--- config.mk ---
export PLATFORM = sky130hd
export DESIGN_NAME = sgp_port
export DESIGN_NICKNAME = d
export VERILOG_FILES = /design/src/sgp_pkg.sv /design/src/sgp_port.sv /design/src/sgp_pin_cell.sv
export SDC_FILE = /design/constraint.sdc
export NUM_CORES = 1
export LEC_CHECK = 0
export BUFFER_PORTS_ARGS = -buffer_cell sky130_fd_sc_hd__buf_2
export CAP_MARGIN = 25
export CORE_MARGIN = 5
export CORE_UTILIZATION = 47
export CTS_CLUSTER_DIAMETER = 80
export DETAILED_ROUTE_END_ITERATION = 12
export HOLD_SLACK_MARGIN = 0.05
export PLACE_DENSITY_LB_ADDON = 0.1
export SETUP_SLACK_MARGIN = 0.4
export SLEW_MARGIN = 15
export SYNTH_ARGS = -nofsm -noshare
export SYNTH_HDL_FRONTEND = slang
export SYNTH_SLANG_ARGS = --single-unit
--- constraint.sdc ---
create_clock -name clk_in -period 1.45 [get_ports clk_in]
set_input_delay 0.29 -clock clk_in [delete_from_list [all_inputs] [get_ports clk_in]]
set_output_delay 0.29 -clock clk_in [all_outputs]
set_load 0.05 [all_outputs]
--- src/sgp_pkg.sv ---
// Constants and types shared by the six-bit port control block
package sgp_pkg;

  // Port geometry
  localparam int SGP_PINS = 6;
  localparam int SGP_REG_W = 8;
  localparam int SGP_SEL_W = 3;
  localparam int SGP_INPUT_ONLY_PIN = 3;

  // Register indices on the register access port
  localparam logic [2:0] SGP_IDX_LEVEL = 3'h0;
  localparam logic [2:0] SGP_IDX_DIR = 3'h1;
  localparam logic [2:0] SGP_IDX_LATCH = 3'h2;
  localparam logic [2:0] SGP_IDX_ANALOG = 3'h3;
  localparam logic [2:0] SGP_IDX_OPEN_DRAIN = 3'h4;
  localparam logic [2:0] SGP_IDX_SLEW = 3'h5;
  localparam logic [2:0] SGP_IDX_THRESH = 3'h6;

  // Implemented bits of each register, pin bits 5..0
  localparam logic [5:0] SGP_LEVEL_IMPL = 6'h3F;
  localparam logic [5:0] SGP_DIR_IMPL = 6'h37;
  localparam logic [5:0] SGP_LAT_IMPL = 6'h37;
  localparam logic [5:0] SGP_ANALOG_SELECT_BIT_IMPL = 6'h17;
  localparam logic [5:0] SGP_OD_IMPL = 6'h37;
  localparam logic [5:0] SGP_SLR_IMPL = 6'h37;
  localparam logic [5:0] SGP_INLVL_IMPL = 6'h3F;

  // Direction bit of the input-only pin always reads one
  localparam logic [5:0] SGP_DIR_FORCED = 6'h08;

  // Reset values
  localparam logic [5:0] SGP_DIR_RST = 6'h3F;
  localparam logic [5:0] SGP_LAT_RST = 6'h00;
  localparam logic [5:0] SGP_ANALOG_SELECT_BIT_RST = 6'h17;
  localparam logic [5:0] SGP_OD_RST = 6'h00;
  localparam logic [5:0] SGP_SLR_RST = 6'h37;
  localparam logic [5:0] SGP_INLVL_RST = 6'h00;
  localparam logic [5:0] SGP_LEVEL_RST = 6'h00;
  localparam logic [7:0] SGP_RD_RST = 8'h00;
  localparam logic [1:0] SGP_UPPER_ZERO = 2'h0;

  typedef logic [5:0] sgp_pins_type;

  // One register write request
  typedef struct packed {
    logic en;
    logic [2:0] sel;
    logic [7:0] data;
    logic [7:0] mask;
  } sgp_wr_type;

  // Pad input receivers, one bit per pin
  typedef struct packed {
    sgp_pins_type schmitt;
    sgp_pins_type ttl;
  } sgp_pad_type;

  // Per-pin controls to the pad drivers
  typedef struct packed {
    sgp_pins_type val;
    sgp_pins_type oe;
    sgp_pins_type slew;
    sgp_pins_type analog;
  } sgp_drive_type;

  // Whole state of the port
  typedef struct packed {
    sgp_pins_type dir;
    sgp_pins_type lat;
    sgp_pins_type analog_select_bit;
    sgp_pins_type od;
    sgp_pins_type slr;
    sgp_pins_type inlvl;
    sgp_pins_type level;
    logic [7:0] rd_data;
    sgp_drive_type drive;
  } sgp_state_type;

endpackage

--- src/sgp_port.sv ---
// Six-bit general-purpose port: control registers, pin drive and pin reads
// How it works
// Six pins with direction, latch, analog, drain, slew, threshold bits; pin five has no analog bit, pin three only threshold and a fixed direction.
// Direction bit one turns the pin driver off; pin acts as input.
// Direction bit zero enables the driver and drives the latch value.
// Pin three is input-only; its direction bit always reads one.
// Level register reads sampled pins; writing it updates the output latch.
// Full-mask latch writes act like level writes; latch reads return stored latch.
// Level writes are read-modify-write based on the current pin levels.
// Analog select blanks the digital input; digital reads return zero.
// Analog select leaves digital output driving untouched.
// Analog select bits reset to analog; software clears them for digital use.
// Software keeps analog-input pins set to input direction.
// Open-drain bit set drives low only; clear drives push-pull.
// Slew bit set limits edge rate; clear selects maximum rate.
// Threshold bit picks input receiver for reads and change detection.
// Software changes thresholds only while peripherals are disabled.
// Enabled peripheral output takes the pin from the latch; reads stay.
// After reset pins drive from the latch; peripherals only via pin-select.
// Analog functions connect with analog select; peripheral outputs may still drive.
// Threshold bit one selects Schmitt input, zero selects TTL input.
// Register bits seven and six read zero; pins occupy bits five to zero.
// Registers update on the clock after a write; reset makes all pins inputs.
`timescale 1ns/1ps
module sgp_port
(
  // Clock and reset
  input wire logic clk_in,
  input wire logic resetn_in,
  // Register access
  input wire sgp_pkg::sgp_wr_type wr_in,
  input wire logic [sgp_pkg::SGP_SEL_W-1:0] rd_sel_in,
  output logic [sgp_pkg::SGP_REG_W-1:0] rd_data_out,
  // Pad receivers
  input wire sgp_pkg::sgp_pad_type pad_in,
  // Pin-select routing of peripheral outputs
  input wire sgp_pkg::sgp_pins_type periph_sel_in,
  input wire sgp_pkg::sgp_pins_type periph_val_in,
  // Pad drivers
  output sgp_pkg::sgp_pins_type pin_out,
  output sgp_pkg::sgp_pins_type pin_oe_out,
  output sgp_pkg::sgp_pins_type slew_limit_out,
  output sgp_pkg::sgp_pins_type analog_conn_out,
  // Selected digital input, for change detection and peripherals
  output sgp_pkg::sgp_pins_type input_level_out
);
  import sgp_pkg::*;

  sgp_state_type s_r;
  sgp_state_type s_nxt;
  sgp_pins_type cell_val;
  sgp_pins_type cell_oe;
  sgp_pins_type cell_slew;
  sgp_pins_type cell_analog;
  sgp_pins_type cell_rd;
  sgp_pins_type wr_data;
  sgp_pins_type wr_mask;
  sgp_pins_type wr_base;
  sgp_pins_type wr_impl;
  sgp_pins_type wr_merged;
  logic wr_known;

  // Reset state: all pins inputs, analog selected, latch as source
  localparam sgp_state_type SGP_STATE_RST = '{
    dir: SGP_DIR_RST,
    lat: SGP_LAT_RST,
    analog_select_bit: SGP_ANALOG_SELECT_BIT_RST,
    od: SGP_OD_RST,
    slr: SGP_SLR_RST,
    inlvl: SGP_INLVL_RST,
    level: SGP_LEVEL_RST,
    rd_data: SGP_RD_RST,
    drive: '{val: 6'h00, oe: 6'h00, slew: SGP_SLR_RST, analog: SGP_ANALOG_SELECT_BIT_RST}
  };

  // Only the pin bits of a write matter; bits seven and six are dropped
  assign wr_data = wr_in.data[SGP_PINS-1:0];
  assign wr_mask = wr_in.mask[SGP_PINS-1:0];

  // Masked merge, used by every writable register
  function automatic sgp_pins_type merge_bits
  (
    input sgp_pins_type base,
    input sgp_pins_type data,
    input sgp_pins_type mask,
    input sgp_pins_type impl
  );
    merge_bits = ((base & ~mask) | (data & mask)) & impl;
  endfunction

  // Read multiplexer; unmapped indices read zero
  function automatic sgp_pins_type read_reg
  (
    input logic [2:0] sel,
    input sgp_state_type s
  );
    case (sel)
      SGP_IDX_LEVEL:
      begin
        read_reg = s.level & SGP_LEVEL_IMPL;
      end
      SGP_IDX_DIR:
      begin
        read_reg = (s.dir & SGP_DIR_IMPL) | SGP_DIR_FORCED;
      end
      SGP_IDX_LATCH:
      begin
        read_reg = s.lat & SGP_LAT_IMPL;
      end
      SGP_IDX_ANALOG:
      begin
        read_reg = s.analog_select_bit & SGP_ANALOG_SELECT_BIT_IMPL;
      end
      SGP_IDX_OPEN_DRAIN:
      begin
        read_reg = s.od & SGP_OD_IMPL;
      end
      SGP_IDX_SLEW:
      begin
        read_reg = s.slr & SGP_SLR_IMPL;
      end
      SGP_IDX_THRESH:
      begin
        read_reg = s.inlvl & SGP_INLVL_IMPL;
      end
      default:
      begin
        read_reg = 6'h00;
      end
    endcase
  endfunction

  // Current contents by index; the level index yields the pins as read
  function automatic sgp_pins_type reg_of
  (
    input logic [2:0] sel,
    input sgp_state_type s
  );
    case (sel)
      SGP_IDX_LEVEL:
      begin
        reg_of = s.level;
      end
      SGP_IDX_DIR:
      begin
        reg_of = s.dir;
      end
      SGP_IDX_LATCH:
      begin
        reg_of = s.lat;
      end
      SGP_IDX_ANALOG:
      begin
        reg_of = s.analog_select_bit;
      end
      SGP_IDX_OPEN_DRAIN:
      begin
        reg_of = s.od;
      end
      SGP_IDX_SLEW:
      begin
        reg_of = s.slr;
      end
      SGP_IDX_THRESH:
      begin
        reg_of = s.inlvl;
      end
      default:
      begin
        reg_of = 6'h00;
      end
    endcase
  endfunction

  // Writable bits by index; level writes land in the latch
  function automatic sgp_pins_type reg_impl
  (
    input logic [2:0] sel
  );
    case (sel)
      SGP_IDX_LEVEL:
      begin
        reg_impl = SGP_LAT_IMPL;
      end
      SGP_IDX_DIR:
      begin
        reg_impl = SGP_DIR_IMPL;
      end
      SGP_IDX_LATCH:
      begin
        reg_impl = SGP_LAT_IMPL;
      end
      SGP_IDX_ANALOG:
      begin
        reg_impl = SGP_ANALOG_SELECT_BIT_IMPL;
      end
      SGP_IDX_OPEN_DRAIN:
      begin
        reg_impl = SGP_OD_IMPL;
      end
      SGP_IDX_SLEW:
      begin
        reg_impl = SGP_SLR_IMPL;
      end
      SGP_IDX_THRESH:
      begin
        reg_impl = SGP_INLVL_IMPL;
      end
      default:
      begin
        reg_impl = 6'h00;
      end
    endcase
  endfunction

  // Listed by name so a renumbered map cannot open a hole
  function automatic logic reg_known
  (
    input logic [2:0] sel
  );
    case (sel)
      SGP_IDX_LEVEL, SGP_IDX_DIR, SGP_IDX_LATCH, SGP_IDX_ANALOG,
      SGP_IDX_OPEN_DRAIN, SGP_IDX_SLEW, SGP_IDX_THRESH:
      begin
        reg_known = 1'b1;
      end
      default:
      begin
        reg_known = 1'b0;
      end
    endcase
  endfunction

  // One merged write value serves every register; the target is picked below
  assign wr_base = reg_of(wr_in.sel, s_r);
  // Bits outside a register's implemented set never change
  assign wr_impl = reg_impl(wr_in.sel);
  assign wr_merged = merge_bits(wr_base, wr_data, wr_mask, wr_impl);
  // Writes to the unmapped index are dropped
  assign wr_known = reg_known(wr_in.sel);

  // Per-pin datapath, one cell per pin
  generate
    for (genvar i = 0; i < SGP_PINS; i++)
    begin : g_pin
      sgp_pin_cell
      #(
        .INPUT_ONLY(i == SGP_INPUT_ONLY_PIN)
      )
      u_cell
      (
        .dir_in(s_r.dir[i]),
        .lat_in(s_r.lat[i]),
        .analog_select_bit_in(s_r.analog_select_bit[i]),
        .od_in(s_r.od[i]),
        .slr_in(s_r.slr[i]),
        .inlvl_in(s_r.inlvl[i]),
        .periph_sel_in(periph_sel_in[i]),
        .periph_val_in(periph_val_in[i]),
        .schmitt_in(pad_in.schmitt[i]),
        .ttl_in(pad_in.ttl[i]),
        .drv_val_out(cell_val[i]),
        .drv_oe_out(cell_oe[i]),
        .slew_out(cell_slew[i]),
        .analog_out(cell_analog[i]),
        .rd_val_out(cell_rd[i])
      );
    end
  endgenerate

  always_comb
  begin
    s_nxt = s_r;

    // Pin levels sampled every cycle through the chosen receiver
    s_nxt.level = cell_rd & SGP_LEVEL_IMPL;

    // Register writes take effect at the next clock edge
    if (wr_in.en && wr_known)
    begin
      case (wr_in.sel)
        SGP_IDX_LEVEL:
        begin
          // Base is the pins as read, so analog pins fold in as zero
          s_nxt.lat = wr_merged;
        end
        SGP_IDX_LATCH:
        begin
          // Full writes match a level write; partial masks keep other latch bits
          s_nxt.lat = wr_merged;
        end
        SGP_IDX_DIR:
        begin
          s_nxt.dir = wr_merged | SGP_DIR_FORCED;
        end
        SGP_IDX_ANALOG:
        begin
          s_nxt.analog_select_bit = wr_merged;
        end
        SGP_IDX_OPEN_DRAIN:
        begin
          s_nxt.od = wr_merged;
        end
        SGP_IDX_SLEW:
        begin
          s_nxt.slr = wr_merged;
        end
        SGP_IDX_THRESH:
        begin
          // A change here may glitch inputs; software must idle peripherals first
          s_nxt.inlvl = wr_merged;
        end
        default:
        begin
          s_nxt.lat = s_r.lat;
        end
      endcase
    end

    // Readback shows the register contents before any write in this cycle
    s_nxt.rd_data = {SGP_UPPER_ZERO, read_reg(rd_sel_in, s_r)};

    // Drivers registered so every output leaves a flip-flop
    s_nxt.drive.val = cell_val;
    s_nxt.drive.oe = cell_oe;
    s_nxt.drive.slew = cell_slew;
    s_nxt.drive.analog = cell_analog;
  end

  always_ff @(posedge clk_in or negedge resetn_in)
  begin
    if (!resetn_in)
    begin
      s_r <= SGP_STATE_RST;
    end
    else
    begin
      s_r <= s_nxt;
    end
  end

  assign rd_data_out = s_r.rd_data;
  assign pin_out = s_r.drive.val;
  assign pin_oe_out = s_r.drive.oe;
  assign slew_limit_out = s_r.drive.slew;
  assign analog_conn_out = s_r.drive.analog;
  assign input_level_out = s_r.level;
endmodule

--- src/sgp_pin_cell.sv ---
// One pin's output source, driver enable and input read path
`timescale 1ns/1ps
module sgp_pin_cell
#(
  parameter bit INPUT_ONLY = 1'b0
)
(
  // Pin controls
  input wire logic dir_in,
  input wire logic lat_in,
  input wire logic analog_select_bit_in,
  input wire logic od_in,
  input wire logic slr_in,
  input wire logic inlvl_in,
  // Pin-select routing
  input wire logic periph_sel_in,
  input wire logic periph_val_in,
  // Pad receivers
  input wire logic schmitt_in,
  input wire logic ttl_in,
  // Results
  output logic drv_val_out,
  output logic drv_oe_out,
  output logic slew_out,
  output logic analog_out,
  output logic rd_val_out
);
  logic src;
  logic drive_en;

  // Peripheral replaces the latch only when routed in; analog mode does not block it
  assign src = periph_sel_in ? periph_val_in : lat_in;
  // Direction one releases the driver; the input-only pin never drives
  assign drive_en = ~dir_in & ~INPUT_ONLY;
  // Open drain sinks for a low and releases for a high
  assign drv_oe_out = drive_en & (~od_in | ~src);
  assign drv_val_out = src & ~od_in;
  assign slew_out = slr_in;
  assign analog_out = analog_select_bit_in;
  // Analog mode blanks the digital input buffer
  assign rd_val_out = analog_select_bit_in ? 1'b0 : (inlvl_in ? schmitt_in : ttl_in);
endmodule

After elaboration in Yosys (flattened, before gate mapping) --
Cells that the tools add are included.
Cells by class: $add $sub $neg 0, multiply operators 0, divide/modulo/power cells 0, order comparisons 0, eq/ne operators 12, shift-type cells 0, muxes and demuxes 22, bitwise operators 37, reduce and logical (&&, ||, !) cells 12
Operators by type and width (number):
- one-hot mux 6 bit (7 select lines) | 2
- 2-to-1 mux 1 bit | 19
- bitwise AND 6 bit | 3
- == test 3 bit, second input constant | 6
- one-hot mux 6 bit (3 select lines) | 1
- NOT 1 bit | 16
- == test 3 x 2 -> 1 bit, second input constant | 4
- AND reduction 2 bit | 6
- bitwise AND 1 bit | 11
- OR reduction 7 bit | 1
- == test 3 x 1 -> 1 bit, second input constant | 2
- zero test 3 bit | 2
- NOT 6 bit | 1
- bitwise OR 6 bit | 1
- bitwise OR 1 bit | 5
- OR reduction 5 bit | 1
- OR reduction 2 bit | 1
- logical AND 1 bit | 1
Word-level totals: register bits 70, bits in latches 0, bits in writable memories 0, bits in read-only memories 0, output and inout port bits 38, memories kept 0

Depth between registers and ports, before layout --
depth in word-level cells 5, mapped depth 7

Hierarchy --
A second synthesis with hierarchy kept.
Second synthesis, totals: cells, all modules 337, area total of the unflattened synthesis 3774.9 µm²
Modules (own cells, without submodules):
- sgp_port | times used 1, cells each 294, area an instance 3389.5 µm²
- sgp_pin_cell (g_pin[0].u_cell ...) | times used 5, cells each 7, area an instance 66.3 µm²
- sgp_pin_cell (g_pin[3].u_cell) | times used 1, cells each 8, area an instance 53.8 µm²

Least setup slack after synthesis --
Ideal clock, no wire load.
kind reg-to-reg, from reg s_r (netlist bit input_level_out[4]), to reg s_r[42] in the netlist's numbering, setup time 136 ps, arrival time 1452 ps, required time 1314 ps, setup slack -138 ps, stages on the path, launching flop included 5, path buffers 0, clock period less this slack 1588 ps, path through dfrtp_1 > mux2_2 > a21o_1 > a211oi_1 > o31ai_1
On the way: longest elaborated chain between the ends 4
Ends and longest elaborated chain:
- start: declaration | line sgp_port.sv:49 | sgp_state_type s_r;
- start signal: assignment | line sgp_port.sv:338 | s_r <= s_nxt;
- one-hot mux 6 bit (7 select lines) | line sgp_port.sv:139 | case (sel)
- bitwise AND 6 bit | line sgp_port.sv:88 | merge_bits = ((base & ~mask) | (data & mask)) & impl;
- bitwise OR 6 bit | line sgp_port.sv:88
- bitwise AND 6 bit | line sgp_port.sv:88
No other way between the ends. A chain may end at the register's enable or synchronous reset.

Worst setup path in the final report --
from reg s_r[69] in the netlist's numbering, to reg s_r[69] in the netlist's numbering
The elaborated chain is that of the path after synthesis.

==> impl_metrics.csv <==
group,metric,value,unit
final_layout,final_nets,493,
status,violations,"negative setup slack",
synth,yosys_warnings,0,
clocking,tritoncts,"built",
global_routing,grt.met1_usage,29.4,%
critical_path,worst_setup_path_start_kind,"flip-flop",
placed_design,numPortBuffers,79,
synth,synthArstFlopShare,100,%
final_layout,drive_gt1_share,56.3,%
critical_path,required,1.72,ns
timing,finalSetupViolations,12,
clocking,cts_buffers,9,
final_layout,antennaDiodeCount,0,
clocking,cts_root_buffer,"clkbuf_8",
critical_path,timing.rr.end,"s_r[69]$_DFFE_PN1P_",
power_and_ir_drop,ir_worst_vdd,0.813,mV
critical_path,endpoint,"s_r[69]$_DFFE_PN1P_",
floorplanning,die_area,8770,µm²
route,vias,2934,
timing,fin_ws,-0.0650,ns
floorplanning,rows,30,
route,wl_per_cell,16.8,µm
critical_path,path_class,"flip-flop to flip-flop",
final_layout,syn_to_final_growth,53.6,%
route,dr.pass1.iters,5,
global_routing,gr-total-overflow,0,
placed_design,finalWeightedCongestion,0.827,
timing,finalCritPeriodShare,104,%
route,drt_iter0_markers,114,
floorplanning,die_height,93.7,µm
synth,ys_types,49,
synth,synth_edf_count,0,
placed_design,placed_cell_area,4150,µm²
critical_path,crit_path_end_kind,"flip-flop",
timing,finalCriticalPeriod,1.51,ns
final_layout,final_util,74.3,%
placed_design,hpwl,5980,µm
clocking,cts_buffer_depth,2,
synth,syn_area,3290,µm²
clocking,clock_sinks,70,
route,final_antenna_net_count,0,
clocking,clk_latency,0.34,ns
timing,hold_viol,0,
timing,max_freq,660,MHz
floorplanning,core_area,6790,µm²
clocking,htreeDepth,3,
power_and_ir_drop,p_leak,2.36,nW
global_routing,track_usage,21.3,%
min_path,worstHoldPathType,"primary input to flip-flop",
timing,finalClockSkew,0.00830,ns
synth,synth-seq-area-share,54.1,%
global_routing,grt-busiest-layer,"met2",
global_routing,met2_usage,32.6,%
clocking,clkTransAtPathRegs,0.07,ns
critical_path,crit_start,"s_r[69]$_DFFE_PN1P_",
floorplanning,die_w,93.7,µm
synth,syn_avg_cell_area,11.1,µm²
route,route.detailed.drc,0,
placed_design,placed_cells,502,
synth,syn_inst,296,
global_routing,grt_max_degree,71,
floorplanning,io_pins,87,
synth,ys.flop_type,"dfrtp_1",
critical_path,r2r_start,"s_r[69]$_DFFE_PN1P_",
final_layout,fin_cells,545,
route,vias_per_cell,5.38,
global_routing,use_met3,3.85,%
final_layout,final_area,5050,µm²
timing,maxSlewViolCount,0,
critical_path,worst_ep_arrival_time,1.79,ns
global_routing,grt_pass1_wl,14300,µm
critical_path,reg2reg_slack,-0.06,ns
job,maxCapViolations,0,
global_routing,grt_pass1_vias,2826,
timing,rsz0062_at_grt,"true",
critical_path,path_max_fanout,3,
route,routed_wl,9150,µm
critical_path,reg2reg_depth,5,
timing,final.setup.tns,-0.456,ns
floorplanning,floorplan.initialDensity,48.4,%
status,status,"complete, but fails checks",
synth,ys_seq_elements,70,
power_and_ir_drop,power_density,1420,nW/µm²
global_routing,antenna_found_initial,0,
final_layout,fill_cells,471,
==> layer usage <==
| layer | vias to the layer above | part of all wire, % | wire [µm] |
|---|---|---|---|
| met5 | - | 0 | 0 |
| met4 | 0 | 1.8 | 167 |
| met3 | 16 | 6.5 | 597 |
| met2 | 116 | 48 | 4390 |
| met1 | 1444 | 44 | 4000 |
| li1 | 1358 | - | - |
==> cells in the mapped netlist (5+ instances only) <==
master	count	area [µm²]
a31oi_1	9	56.3
mux2i_1	22	220
o21ai_1	13	65.1
dfrtp_1	47	1180
dfstp_2	23	604
nor2b_1	11	68.8
buf_4	5	37.5
nand2_1	25	93.8
mux2_2	7	78.8
a21oi_1	12	60.1
o31ai_1	6	45.0
nand2b_1	6	37.5
mux2_1	5	56.3
nor2_1	30	113
==> state kept, by name (all words and copies together) (netlist names) <==
register         flops
pin_out              6
input_level_out      6
slew_limit_out       6
rd_data_out          6
analog_conn_out      6
s_r                 35
pin_oe_out           5
==> worst min-delay path by stage <==
stage                              endpoint  slack [ns]  cells after the start  startpoint
6_report       input_level_out[2]$_DFF_PN0_        0.18                      3   pad_in[2]
5_1_grt                 s_r[41]$_DFFE_PN0P_        0.17                      2   wr_in[11]
4_1_cts                 s_r[41]$_DFFE_PN0P_        0.17                      2   wr_in[11]
3_5_place_dp           pin_out[0]$_DFF_PN0_        0.34                      2   resetn_in
3_3_place_gp           pin_out[0]$_DFF_PN0_        0.34                      2   resetn_in
2_1_floorplan  analog_conn_out[3]$_DFF_PN0_      -0.006                      0   resetn_in
==> cells by family after synthesis <==
family                 Yosys count  synth area share (%)
AOI/OAI and AO/OA               72                  15.0
buffers and inverters           21                  3.99
DFF                             70                  54.1
muxes                           36                  12.2
other                            1                 0.114
and+or+nand+nor                 96                  14.6
==> layout by cell type, fill, tap and decap left out, drive strengths merged, types with 3 or more instances in the layout <==
master,instances
nor2,32
a22oi,3
conb,3
mux2,12
mux2i,22
o21ai,18
nor2b,11
buf,151
and2,4
nand2b,6
dfstp,23
nand3,4
clkbuf,10
dfrtp,47
o31ai,8
nand2,25
bufinv,3
a211oi,4
inv,4
a21oi,14
clkinv,3
or3b,4
a31oi,9
==> through the flow <==
step / total power, mW / setup slack [ns] / hold WS [ns]
2_1_floorplan: 3.99 / 0.0439 / -0.00559
3_3_place_gp: 4.55 / -0.162 / 0.341
3_5_place_dp: 4.58 / -0.182 / 0.341
4_1_cts: 7.07 / -0.0680 / 0.173
5_1_grt: 7.50 / -0.128 / 0.174
6_report: 7.18 / -0.0650 / 0.183
==> final cells by class <==
type                            instances  area, µm²  share of cell area, %
Sequential cell                        70       1790                   35.4
Inverter                                4       15.0                  0.297
Tap cell                               96        120                   2.38
Clock inverter                          6        109                   2.16
Timing Repair Buffer                  152       1270                   25.2
Clock buffer                           10        138                   2.72
Multi-Input combinational cell        207       1610                   31.8
==> report_power, final <==
part | internal (mW) | leakage, nW | total (mW) | switching (mW)
Combinational | 1.18 | 1.42 | 2.55 | 1.37
Sequential | 2.41 | 0.817 | 2.70 | 0.297
Clock | 1.19 | 0.126 | 1.92 | 0.738
==> worst max-delay path: stages, from the launching register on <==
cell      delay (ns)
dfstp_2         0.54
or3b_1          0.36
a21boi_2        0.17
o31ai_2         0.09
buf_4           0.16
o21ai_4         0.13
==> what timing repair did <==
action | 4_1_cts | 5_1_grt
hold buffers | 1 | 0
resized for setup | 107 | 23
hold endpoints to repair | 47 | 0
endpoints found under the setup margin | 69 | 75
buffers inserted | 20 | 6
pin swaps | 25 | 14
Note: power is estimated with default switching activity, not from simulation.
